`config.mk`:
```
export PLATFORM = sky130hd
export DESIGN_NAME = duaf_top
export DESIGN_NICKNAME = d
export VERILOG_FILES = /design/src/common/duaf_pkg.sv /design/src/duaf_chan_regs.sv /design/src/duaf_top.sv
export SDC_FILE = /design/constraint.sdc
export NUM_CORES = 1
export LEC_CHECK = 0
export ABC_AREA = 1
export BUFFER_PORTS_ARGS = -buffer_cell sky130_fd_sc_hd__buf_2
export CAP_MARGIN = 0
export CORE_MARGIN = 2
export CORE_UTILIZATION = 45
export CTS_CLUSTER_DIAMETER = 200
export DETAILED_ROUTE_END_ITERATION = 8
export SKIP_CTS_REPAIR_TIMING = 1
export SLEW_MARGIN = 20
export SYNTH_ARGS = -nofsm -noshare
export SYNTH_HDL_FRONTEND = slang
export SYNTH_SLANG_ARGS = --single-unit
```
`constraint.sdc`:
```
create_clock -name i_ref_clk -period 2.45 [get_ports i_ref_clk]
set_input_delay 0.245 -clock i_ref_clk [delete_from_list [all_inputs] [get_ports i_ref_clk]]
set_output_delay 0.245 -clock i_ref_clk [all_outputs]
set_load 0.02 [all_outputs]
```
`src/common/duaf_pkg.sv`:
```
// Purpose: shared constants and types for the dual-channel register bank
// Assumes: 8-bit parallel register port, 3-bit register address
// Notes: register index 2 reaches the alternate-function register when
//        the addressed channel has its divisor-latch access bit set
package duaf_pkg;
	typedef logic [7:0] duaf_byte_t;
	typedef logic [2:0] duaf_addr_t;
	typedef logic [3:0] duaf_nib_t;

	// register indices on the parallel port
	localparam duaf_addr_t ADDR_DATA = 3'h0;
	localparam duaf_addr_t ADDR_IER = 3'h1;
	localparam duaf_addr_t ADDR_ISR_FCR = 3'h2;
	localparam duaf_addr_t ADDR_AFR = 3'h2;
	localparam duaf_addr_t ADDR_LCR = 3'h3;
	localparam duaf_addr_t ADDR_MCR = 3'h4;
	localparam duaf_addr_t ADDR_LSR = 3'h5;
	localparam duaf_addr_t ADDR_MSR = 3'h6;
	localparam duaf_addr_t ADDR_SPR = 3'h7;

	// field positions
	localparam int LCR_DLAB = 7;
	localparam int LCR_BREAK = 6;
	localparam int MCR_DTR = 0;
	localparam int MCR_RTS = 1;
	localparam int MCR_OP2 = 3;
	localparam int IER_MODEM = 3;
	localparam int AFR_CW = 0;
	localparam int AFR_SEL_LO = 1;
	localparam int AFR_SEL_HI = 2;
	localparam int MSR_RI = 2;
	localparam int LSR_RX_READY = 0;
	localparam int LSR_THR_EMPTY = 5;

	// reset and fixed values
	localparam duaf_byte_t REG_RST = 8'h00;
	localparam duaf_byte_t AFR_USED_MASK = 8'h07;
	localparam duaf_byte_t ISR_NONE = 8'h01;
	localparam duaf_byte_t ISR_MODEM = 8'h00;
	localparam duaf_byte_t LSR_RST = 8'h60;
	localparam duaf_nib_t NIB_RST = 4'h0;

	// multi-function pin source, in select-field order
	typedef enum logic [1:0] {
		MF_USER_OUT_TWO,
		MF_BAUD_CLOCK,
		MF_RX_DMA,
		MF_RESERVED
	} duaf_mf_sel_t;
endpackage : duaf_pkg

```
`src/duaf_chan_regs.sv`:
```
// Purpose: register set of one channel plus its baud clock divider
// Assumes: one-cycle write and read strobes from the bank decoder
// Notes: no serial engine here; line status stays at its idle value
`timescale 1ns/1ns
module duaf_chan_regs #(
	parameter int DIV_W = 16
) (
	input wire logic i_ref_clk,
	input wire logic i_rst_n,
	input wire logic i_wr,
	input wire logic i_rd,
	input wire duaf_pkg::duaf_addr_t i_addr,
	input wire duaf_pkg::duaf_byte_t i_wdata,
	input wire duaf_pkg::duaf_nib_t i_modem_n,
	output duaf_pkg::duaf_byte_t o_rdata,
	output duaf_pkg::duaf_byte_t o_lcr,
	output duaf_pkg::duaf_byte_t o_mcr,
	output duaf_pkg::duaf_byte_t o_lsr,
	output logic o_irq,
	output logic o_baud_n
);
	import duaf_pkg::*;

	typedef struct packed {
		duaf_byte_t int_enable_reg;
		duaf_byte_t line_control_reg;
		duaf_byte_t modem_control_reg;
		duaf_byte_t fifo_control_reg;
		duaf_byte_t spr;
		duaf_byte_t dll;
		duaf_byte_t dlm;
		duaf_nib_t delta;
		duaf_nib_t prev;
		logic primed;
		logic [DIV_W-1:0] cnt;
		logic baud_n;
	} duaf_chan_t;

	duaf_chan_t s_r;
	duaf_chan_t s_nxt;
	logic dlab;
	logic [DIV_W-1:0] div;
	duaf_nib_t chg;
	duaf_byte_t int_source_reg;

	assign dlab = s_r.line_control_reg[LCR_DLAB];
	assign div = DIV_W'({s_r.dlm, s_r.dll});
	// ri flags only its trailing edge, the others any change
	assign chg = {s_r.prev[3], ~s_r.prev[MSR_RI], s_r.prev[1:0]}
		^ {i_modem_n[3], ~i_modem_n[MSR_RI], i_modem_n[1:0]};
	assign int_source_reg = (s_r.int_enable_reg[IER_MODEM] && (|s_r.delta)) ? ISR_MODEM
		: ISR_NONE; // [RL10]

	always_comb begin
		s_nxt = s_r;
		s_nxt.prev = i_modem_n;
		s_nxt.primed = 1'b1;
		// first sample after reset only primes, so no false change flag
		if (i_rd && i_addr == ADDR_MSR) begin
			s_nxt.delta = NIB_RST;
		end
		if (s_r.primed) begin
			s_nxt.delta = s_nxt.delta | (chg & {1'b1, i_modem_n[MSR_RI], 2'b11});
		end
		if (i_wr) begin
			case (i_addr)
				ADDR_DATA: begin
					if (dlab) begin
						s_nxt.dll = i_wdata;
					end
				end
				ADDR_IER: begin
					if (dlab) begin
						s_nxt.dlm = i_wdata;
					end else begin
						s_nxt.int_enable_reg = i_wdata;
					end
				end
				ADDR_ISR_FCR: begin
					if (!dlab) begin
						s_nxt.fifo_control_reg = i_wdata;
					end
				end
				ADDR_LCR: s_nxt.line_control_reg = i_wdata;
				ADDR_MCR: s_nxt.modem_control_reg = i_wdata;
				ADDR_SPR: s_nxt.spr = i_wdata;
				default: begin
				end
			endcase
		end
		// divisor of zero parks the baud output high
		if (div == '0) begin
			s_nxt.cnt = '0;
			s_nxt.baud_n = 1'b1;
		end else if (s_r.cnt <= DIV_W'(1)) begin
			s_nxt.cnt = div;
			s_nxt.baud_n = 1'b0;
		end else begin
			s_nxt.cnt = s_r.cnt - DIV_W'(1);
			s_nxt.baud_n = 1'b1;
		end
	end

	always_ff @(posedge i_ref_clk or negedge i_rst_n) begin
		if (!i_rst_n) begin
			s_r <= '0; // [RL9]
			s_r.baud_n <= 1'b1;
		end else begin
			s_r <= s_nxt;
		end
	end

	always_comb begin
		case (i_addr)
			ADDR_DATA: o_rdata = dlab ? s_r.dll : REG_RST;
			ADDR_IER: o_rdata = dlab ? s_r.dlm : s_r.int_enable_reg;
			ADDR_ISR_FCR: o_rdata = int_source_reg;
			ADDR_LCR: o_rdata = s_r.line_control_reg;
			ADDR_MCR: o_rdata = s_r.modem_control_reg;
			ADDR_LSR: o_rdata = LSR_RST; // [RL11]
			ADDR_MSR: o_rdata = {~i_modem_n, s_r.delta}; // [RL12]
			default: o_rdata = s_r.spr;
		endcase
	end

	assign o_lcr = s_r.line_control_reg;
	assign o_mcr = s_r.modem_control_reg;
	assign o_lsr = LSR_RST;
	assign o_irq = ~int_source_reg[0];
	assign o_baud_n = s_r.baud_n;

	property p_isr_hi;
		@(posedge i_ref_clk) disable iff (!i_rst_n)
		i_rd && i_addr == ADDR_ISR_FCR |-> o_rdata[7:1] == 7'h00;
	endproperty
	a_isr_hi: assert property (p_isr_hi) else $error("isr high bits set"); // [RL10]

	property p_msr_clr;
		@(posedge i_ref_clk) disable iff (!i_rst_n)
		i_rd && i_addr == ADDR_MSR && chg == NIB_RST |=> s_r.delta == NIB_RST;
	endproperty
	a_msr_clr: assert property (p_msr_clr) else $error("msr delta kept"); // [RL12]
endmodule : duaf_chan_regs

```
`src/duaf_top.sv`:
```
// Purpose: two-channel register bank with shared alternate-function
//          register, concurrent write and multi-function pin select
// Assumes: parallel port inputs synchronous to i_ref_clk
// Notes: strobes act on their first low cycle; pins other than serial and interrupt outputs are active low
//
// Overview of operation
// RL1: alternate-function bits 7..3 unused, read zero
// RL2: select field picks one multi-function pin source
// RL3: 00 user out two, 01 baud, 10 rx dma
// RL4: concurrent bit set writes both channels at once
// RL5: concurrent bit reachable through either channel
// RL6: reads follow the channel-select input, except the shared alternate-function register
// RL7: host equalises divisor-latch bits before concurrent write
// RL8: concurrent bit clear writes only selected channel
// RL9: reset clears control registers and alternate function
// RL10: reset source register reads no interrupt pending
// RL11: reset line status shows transmitter empty only
// RL12: reset modem status mirrors inputs, change flags clear
// RL13: reset drives serial, op2, rts, dtr, multi-function high, irq and tx dma low
// RL14: reserved select code parks pins high
`timescale 1ns/1ns
module duaf_top #(
	parameter int DIV_W = 16
) (
	input wire logic i_ref_clk,
	input wire logic i_rst_n,
	input wire logic i_cs_n,
	input wire logic i_chsel,
	input wire duaf_pkg::duaf_addr_t i_addr,
	input wire logic i_rd_n,
	input wire logic i_wr_n,
	input wire duaf_pkg::duaf_byte_t i_data,
	input wire duaf_pkg::duaf_nib_t i_modem_a_n,
	input wire duaf_pkg::duaf_nib_t i_modem_b_n,
	output duaf_pkg::duaf_byte_t o_data,
	output logic o_serial_out_a,
	output logic o_serial_out_b,
	output logic o_user_output_two_a_n,
	output logic o_user_output_two_b_n,
	output logic o_rts_a_n,
	output logic o_rts_b_n,
	output logic o_dtr_a_n,
	output logic o_dtr_b_n,
	output logic o_irq_out_a,
	output logic o_irq_out_b,
	output logic o_tx_dma_request_a_n,
	output logic o_tx_dma_request_b_n,
	output logic o_multi_func_out_a_n,
	output logic o_multi_func_out_b_n
);
	import duaf_pkg::*;

	typedef struct packed {
		duaf_byte_t alternate_function_select;
		duaf_byte_t rdata;
		logic wr_prev;
		logic rd_prev;
		logic [1:0] ser;
		logic [1:0] op2_n;
		logic [1:0] rts_n;
		logic [1:0] dtr_n;
		logic [1:0] irq;
		logic [1:0] tx_dma_request_n;
		logic [1:0] mf_n;
	} duaf_top_t;

	duaf_top_t s_r;
	duaf_top_t s_nxt;

	logic wr_act;
	logic rd_act;
	logic wr_pulse;
	logic rd_pulse;
	logic cw;
	logic sel_dlab;
	logic afr_hit;
	logic [1:0] we;
	logic [1:0] chan_irq;
	logic [1:0] chan_baud_n;
	logic [1:0][3:0] modem_n;
	duaf_byte_t chan_rdata [2];
	duaf_byte_t chan_lcr [2];
	duaf_byte_t chan_mcr [2];
	duaf_byte_t chan_lsr [2];
	duaf_byte_t rd_mux;
	duaf_mf_sel_t mf_sel;

	assign modem_n = {i_modem_b_n, i_modem_a_n};
	// one access per strobe, however long the host holds it low
	assign wr_act = !i_cs_n && !i_wr_n;
	assign rd_act = !i_cs_n && !i_rd_n;
	assign wr_pulse = wr_act && !s_r.wr_prev;
	assign rd_pulse = rd_act && !s_r.rd_prev;
	assign cw = s_r.alternate_function_select[AFR_CW];
	assign mf_sel = duaf_mf_sel_t'(s_r.alternate_function_select[AFR_SEL_HI:AFR_SEL_LO]);
	// divisor-latch bit of the selected channel gates the shared register;
	// the host keeps both channels alike before a concurrent write [RL7]
	assign sel_dlab = i_chsel ? chan_lcr[1][LCR_DLAB]
		: chan_lcr[0][LCR_DLAB];
	assign afr_hit = (i_addr == ADDR_AFR) && sel_dlab; // [RL5]

	always_comb begin
		we = 2'b00;
		if (wr_pulse && !afr_hit) begin
			if (cw) begin
				we = 2'b11; // [RL4]
			end else begin
				we[i_chsel] = 1'b1; // [RL8]
			end
		end
	end

	genvar g;
	generate
		for (g = 0; g < 2; g++) begin : g_chan
			duaf_chan_regs #(
				.DIV_W(DIV_W)
			) u_chan (
				.i_ref_clk(i_ref_clk),
				.i_rst_n(i_rst_n),
				.i_wr(we[g]),
				.i_rd(rd_pulse && (i_chsel == 1'(g))),
				.i_addr(i_addr),
				.i_wdata(i_data),
				.i_modem_n(modem_n[g]),
				.o_rdata(chan_rdata[g]),
				.o_lcr(chan_lcr[g]),
				.o_mcr(chan_mcr[g]),
				.o_lsr(chan_lsr[g]),
				.o_irq(chan_irq[g]),
				.o_baud_n(chan_baud_n[g])
			);
		end
	endgenerate

	// the shared register answers in place of the source register
	assign rd_mux = afr_hit ? s_r.alternate_function_select
		: (i_chsel ? chan_rdata[1] : chan_rdata[0]); // [RL6]

	always_comb begin
		s_nxt = s_r;
		s_nxt.wr_prev = wr_act;
		s_nxt.rd_prev = rd_act;
		if (wr_pulse && afr_hit) begin
			s_nxt.alternate_function_select = i_data & AFR_USED_MASK; // [RL1] [RL5]
		end
		if (rd_pulse) begin
			s_nxt.rdata = rd_mux; // [RL6]
		end
		for (int i = 0; i < 2; i++) begin
			// no framing engine: line idles high, break forces it low
			s_nxt.ser[i] = ~chan_lcr[i][LCR_BREAK]; // [RL13]
			s_nxt.op2_n[i] = ~chan_mcr[i][MCR_OP2]; // [RL13]
			s_nxt.rts_n[i] = ~chan_mcr[i][MCR_RTS]; // [RL13]
			s_nxt.dtr_n[i] = ~chan_mcr[i][MCR_DTR]; // [RL13]
			// user output two doubles as the interrupt output enable
			s_nxt.irq[i] = chan_irq[i] && chan_mcr[i][MCR_OP2];
			s_nxt.tx_dma_request_n[i] = ~chan_lsr[i][LSR_THR_EMPTY];
			case (mf_sel) // [RL2] [RL3]
				MF_USER_OUT_TWO: s_nxt.mf_n[i] = ~chan_mcr[i][MCR_OP2];
				MF_BAUD_CLOCK: s_nxt.mf_n[i] = chan_baud_n[i];
				MF_RX_DMA: s_nxt.mf_n[i] = ~chan_lsr[i][LSR_RX_READY];
				MF_RESERVED: s_nxt.mf_n[i] = 1'b1; // [RL14]
				default: s_nxt.mf_n[i] = 1'b1;
			endcase
		end
	end

	always_ff @(posedge i_ref_clk or negedge i_rst_n) begin
		if (!i_rst_n) begin
			s_r.alternate_function_select <= REG_RST; // [RL9]
			s_r.rdata <= REG_RST;
			s_r.wr_prev <= 1'b0;
			s_r.rd_prev <= 1'b0;
			s_r.ser <= 2'h3; // [RL13]
			s_r.op2_n <= 2'h3;
			s_r.rts_n <= 2'h3;
			s_r.dtr_n <= 2'h3;
			s_r.irq <= 2'h0;
			s_r.tx_dma_request_n <= 2'h0;
			s_r.mf_n <= 2'h3;
		end else begin
			s_r <= s_nxt;
		end
	end

	assign o_data = s_r.rdata;
	assign o_serial_out_a = s_r.ser[0];
	assign o_serial_out_b = s_r.ser[1];
	assign o_user_output_two_a_n = s_r.op2_n[0];
	assign o_user_output_two_b_n = s_r.op2_n[1];
	assign o_rts_a_n = s_r.rts_n[0];
	assign o_rts_b_n = s_r.rts_n[1];
	assign o_dtr_a_n = s_r.dtr_n[0];
	assign o_dtr_b_n = s_r.dtr_n[1];
	assign o_irq_out_a = s_r.irq[0];
	assign o_irq_out_b = s_r.irq[1];
	assign o_tx_dma_request_a_n = s_r.tx_dma_request_n[0];
	assign o_tx_dma_request_b_n = s_r.tx_dma_request_n[1];
	assign o_multi_func_out_a_n = s_r.mf_n[0];
	assign o_multi_func_out_b_n = s_r.mf_n[1];

	property p_afr_unused;
		@(posedge i_ref_clk) disable iff (!i_rst_n)
		s_r.alternate_function_select[7:3] == 5'h00;
	endproperty
	a_afr_unused: assert property (p_afr_unused) else $error("afr hi set"); // [RL1]

	property p_mf_baud;
		@(posedge i_ref_clk) disable iff (!i_rst_n)
		mf_sel == MF_BAUD_CLOCK |=> o_multi_func_out_b_n == $past(chan_baud_n[1]);
	endproperty
	a_mf_baud: assert property (p_mf_baud) else $error("mf not baud"); // [RL2]

	property p_mf_op2;
		@(posedge i_ref_clk) disable iff (!i_rst_n)
		mf_sel == MF_USER_OUT_TWO |=>
			o_multi_func_out_a_n == o_user_output_two_a_n;
	endproperty
	a_mf_op2: assert property (p_mf_op2) else $error("mf not op2"); // [RL3]

	property p_mf_resv;
		@(posedge i_ref_clk) disable iff (!i_rst_n)
		mf_sel == MF_RESERVED |=> o_multi_func_out_a_n && o_multi_func_out_b_n;
	endproperty
	a_mf_resv: assert property (p_mf_resv) else $error("mf not parked"); // [RL14]

	property p_cw_both;
		@(posedge i_ref_clk) disable iff (!i_rst_n)
		wr_pulse && cw && !afr_hit |-> we == 2'b11;
	endproperty
	a_cw_both: assert property (p_cw_both) else $error("cw missed a chan"); // [RL4]

	property p_cw_one;
		@(posedge i_ref_clk) disable iff (!i_rst_n)
		wr_pulse && !cw && !afr_hit |-> we[i_chsel] && !we[!i_chsel];
	endproperty
	a_cw_one: assert property (p_cw_one) else $error("wrong chan written"); // [RL8]

	property p_afr_wr;
		@(posedge i_ref_clk) disable iff (!i_rst_n)
		wr_pulse && afr_hit |=> s_r.alternate_function_select == ($past(i_data) & AFR_USED_MASK);
	endproperty
	a_afr_wr: assert property (p_afr_wr) else $error("afr not written"); // [RL5]

	property p_rd_sel;
		@(posedge i_ref_clk) disable iff (!i_rst_n)
		rd_pulse && !afr_hit |=>
			o_data == $past(i_chsel ? chan_rdata[1] : chan_rdata[0]);
	endproperty
	a_rd_sel: assert property (p_rd_sel) else $error("read wrong chan"); // [RL6]

	property p_pins;
		@(posedge i_ref_clk) disable iff (!i_rst_n)
		##1 o_rts_a_n == !$past(chan_mcr[0][MCR_RTS])
			&& o_dtr_b_n == !$past(chan_mcr[1][MCR_DTR]);
	endproperty
	a_pins: assert property (p_pins) else $error("modem pin wrong"); // [RL13]

	// release edge still samples the reset image, so no disable here
	property p_rst_hi;
		@(posedge i_ref_clk)
		$rose(i_rst_n) |-> o_serial_out_a && o_serial_out_b
			&& o_user_output_two_a_n && o_user_output_two_b_n
			&& o_rts_a_n && o_rts_b_n && o_dtr_a_n && o_dtr_b_n;
	endproperty
	a_rst_hi: assert property (p_rst_hi) else $error("pin not high"); // [RL13]

	property p_rst_lo;
		@(posedge i_ref_clk)
		$rose(i_rst_n) |-> !o_irq_out_a && !o_irq_out_b
			&& !o_tx_dma_request_a_n && !o_tx_dma_request_b_n;
	endproperty
	a_rst_lo: assert property (p_rst_lo) else $error("pin not low"); // [RL13]

	property p_rst_reg;
		@(posedge i_ref_clk)
		$rose(i_rst_n) |-> s_r.alternate_function_select == REG_RST && chan_lcr[0] == REG_RST
			&& chan_lcr[1] == REG_RST && chan_mcr[0] == REG_RST
			&& chan_mcr[1] == REG_RST;
	endproperty
	a_rst_reg: assert property (p_rst_reg) else $error("reg not clear"); // [RL9]

	property p_afr_rd;
		@(posedge i_ref_clk) disable iff (!i_rst_n)
		rd_pulse && afr_hit |=> o_data == $past(s_r.alternate_function_select);
	endproperty
	a_afr_rd: assert property (p_afr_rd) else $error("afr read wrong"); // [RL5]

	property p_afr_sep;
		@(posedge i_ref_clk) disable iff (!i_rst_n)
		wr_pulse && afr_hit |-> we == 2'b00;
	endproperty
	a_afr_sep: assert property (p_afr_sep) else $error("afr hit chan"); // [RL5]

	property p_mf_rx;
		@(posedge i_ref_clk) disable iff (!i_rst_n)
		mf_sel == MF_RX_DMA |=>
			o_multi_func_out_a_n == !$past(chan_lsr[0][LSR_RX_READY]);
	endproperty
	a_mf_rx: assert property (p_mf_rx) else $error("mf not rx dma"); // [RL3]

	property p_mf_bda;
		@(posedge i_ref_clk) disable iff (!i_rst_n)
		mf_sel == MF_BAUD_CLOCK |=> o_multi_func_out_a_n == $past(chan_baud_n[0]);
	endproperty
	a_mf_bda: assert property (p_mf_bda) else $error("mf a not baud"); // [RL2]

	property p_rd_hold;
		@(posedge i_ref_clk) disable iff (!i_rst_n)
		!rd_pulse |=> $stable(o_data);
	endproperty
	a_rd_hold: assert property (p_rd_hold) else $error("data moved"); // [RL6]
endmodule : duaf_top

```
==> summary.md <==
| Metric | Value |
|---|---|
| Num ports | 47 |
| Number of flops mapped to enable cells by yosys | 0 |
| CP top delay family | simple AND/OR/NAND/NOR gates |
| CP startpoint kind | flop |
| Max-slew violations | 0 |
| Pwr Density | 866 mW/mm2 |
| Hold Path Class | in -> reg |
| Drt pass-1 iters | 5 |
| Clock skew | 7.75 ps |
| Clk root buf | clkbuf_16 |
| Critical path depth | 7 |
| RSZ-0062 raised after global routing | false |
| Initial core utilization | 46.2% |
| Leak | 4.51 nW |
| Worst Path Max Fanout | 16 |
| Synth Flop Type | dfrtp_1 |
| Avg Vias per Cell | 5.28 |
| WHS | 1.99 ps |
| Clock power share | 33.2% |
| Place WS | 396 ps |
| Fin worst setup slack | 363 ps |
| Layout Nets | 1,090 |
| Period minus WS final | 2090 ps |
| Crit path DAT | 2440 ps |
| Remaining DRCs | 0 |
| Port Buffers | 44 |
| WL per Instance | 17.5 um |
| Post-synthesis sequential area ratio | 51.5% |
| Slowest cell delay on critical path | 540 ps |
| Switch share | 31.8% |
| Grt ovf | 0 |
| R2R setup slack | 360 ps |
| CTS Buf Count | 17 |
| Placer Congestion | 0.917 |
| Fin area | 0.00944 mm2 |
| Req. time, crit path | 2810 ps |
| Worst Hold End | s_r[15] |
| Die X | 141 um |
| Worst-Skew Late Latency | 440 ps |
| Worst Reg2Reg Path Length in Cells | 7 |
| Post-Route WL | 22,800 um |
| WP buf/inv | 1 |
| First-pass GRT wire length | 36,100 um |
| H-tree depth | 4 |
| Worst slew pin tran | 579 ps |
| Vias in the first global route | 6,439 |
| Crit end category | flop |
| Final ANT Viol Nets | 0 |
| Worst hold stages | 2 |
| Vias | 6,878 |
| Post-synthesis cell count | 1,008 |
| Final Cycle Share | 85.2% |
| TritonCTS Sinks | 172 |
| Core area | 0.0181 mm2 |
| Clk buf depth | 2 |
| NetSw | 2.60 mW |
| Internal | 5.57 mW |
| CTS tree | done |
| Flop pwr share | 47.1% |
| DRT iter0 DRCs | 580 |
| RR Startpoint | g_chan[0].u_chan.o_lcr[7] |
| Final Non-Filler Cells | 1,303 |
| Hold Crit Start | i_wr_n |
| Cell Area, Placed | 0.00875 mm2 |
| Pwr Total | 8.17 mW |
| Hold Violations, Final | 0 |
| Placed Cells | 1,261 |
| Setup TNS Final | 0 ps |
| Area growth syn-to-layout | 12.4% |
| Clock slew at reported path FFs | 60 ps |
| Worst r2r dst | g_chan[1].u_chan.div[4] |
| Die Area | 0.0198 mm2 |
| Antenna Cells | 0 |
| Cell Rows | 49 |
| Die height | 141 um |
| Status | complete, no violations |
| Crit-path slowest cell | dfrtp_1 |
| Synth unique cells | 40 |
| Max Clk Rate | 479 MHz |
| Final setup fails | 0 |
| Layout cells sized above 1 | 12.7% |
| VDD IR max | 563 uV |
| Synth Register Bits | 172 |
| Initial antenna violation count | 0 |
| Cells along the critical path | inv_2 > o21ai_2 > nand2_4 > o211ai_4 > nor3_4 > nand2_1 > o21ai_1 |
| Max-Cap Viols | 0 |
| Comb pwr share | 19.7% |
| Async SR Flop Fraction | 100% |
| Largest net degree at the start of global routing | 57 |
| Crit Path Category | reg -> reg |
| Cell Area, Synth | 0.00839 mm2 |
| Final core occ | 52.0% |
| Syn. warnings | 0 |
| Slew HR | 61.4% |
| Avg Cell Area, Syn | 8.33 um2 |
| GRT Util Overall | 24.2% |
| Detailed placement HPWL | 16,500 um |
metal layers:
metal  vias up  share of wire (%)  wire, um  GRT usage (%)
met2       197                 44      9960           35.6
li1       3354                  -         -              -
met5         -                  0         0              0
met4         0                2.5       565           8.74
met1      3297                 49     11100           36.5
met3        30                5.2      1190           3.49
Yosys cell counts (all sizes together), types with 12 or more instances:
cell type / instances / share of area (%)
nand2: 312 / 15
dfrtp: 160 / 48
o21ai: 123 / 7.4
inv: 103 / 4.6
nor2: 88 / 4.9
nand3: 45 / 2.7
buf: 30 / 2.8
a21oi: 28 / 1.7
o21a: 21 / 1.9
nand4: 16 / 1.2
o22ai: 14 / 1.0
nor3: 13 / 1.2
xnor2: 13 / 1.4
dfstp: 12 / 3.8
cells in the final DEF (no fill, tap or decap), types with 13 or more instances in the layout:
cell / instances
o21a_1: 21
a21oi_1: 28
xnor2_1: 13
inv_1: 97
dfrtp_1: 160
o21ai_1: 52
buf_2: 43
nand4_1: 16
o21ai_0: 70
o22ai_1: 14
nand2_1: 303
nand3_1: 45
clkbuf_16: 17
nor2_1: 75
flip-flops by register name, indices dropped and copies added, names as in the netlist, 2 cells and up:
register	flops
g_chan.u_chan.o_baud_n	2
g_chan.u_chan.o_mcr	16
g_chan.u_chan.o_lcr	16
mf_sel	2
o_data	8
s_r	2
g_chan.u_chan.div	32
g_chan.u_chan.s_r	81
power groups by stage:
stage	clock network (mW)	logic, mW	registers, mW
floorplan	0	1.09	3.84
global placement	0	1.57	3.89
detailed placement	0	1.58	3.89
CTS	2.75	1.59	3.85
global route	2.86	1.81	3.92
finish	2.71	1.61	3.85
cell families (layout without fill, tap and decap cells):
kind of cell,after synthesis,after routing,synth area share [%]
AO/OA/AOI/OAI,196,196,13.2
other,2,3,0.0895
buffers and inverters,136,201,7.57
XOR/XNOR,20,20,2.09
flip-flops,172,172,51.5
adder cells (fa/ha/maj),4,4,0.596
AND/OR/NAND/NOR,478,478,25.0
worst max path at each step:
stage,from,end,slack (ps)
5_1_grt,g_chan[0].u_chan.o_lcr[7],g_chan[0].u_chan.div[6],160
3_3_place_gp,g_chan[0].u_chan.o_lcr[7],g_chan[0].u_chan.div[7],460
6_report,g_chan[0].u_chan.o_lcr[7],g_chan[1].u_chan.div[4],360
2_1_floorplan,g_chan[0].u_chan.s_r[1],g_chan[0].u_chan.s_r[16],790
3_5_place_dp,g_chan[0].u_chan.o_lcr[7],g_chan[1].u_chan.div[4],400
4_1_cts,g_chan[0].u_chan.o_lcr[7],g_chan[1].u_chan.div[4],390
cell type report:
class                           count  area [um2]
Clock buffer                       19         443
Clock inverter                     13         143
Fill cell                        1761        8710
Inverter                          103         387
Multi-Input combinational cell    701        3440
Sequential cell                   172        4320
Tap cell                          229         287
Timing Repair Buffer               66         417
Power figures use the tool's default switching activity.
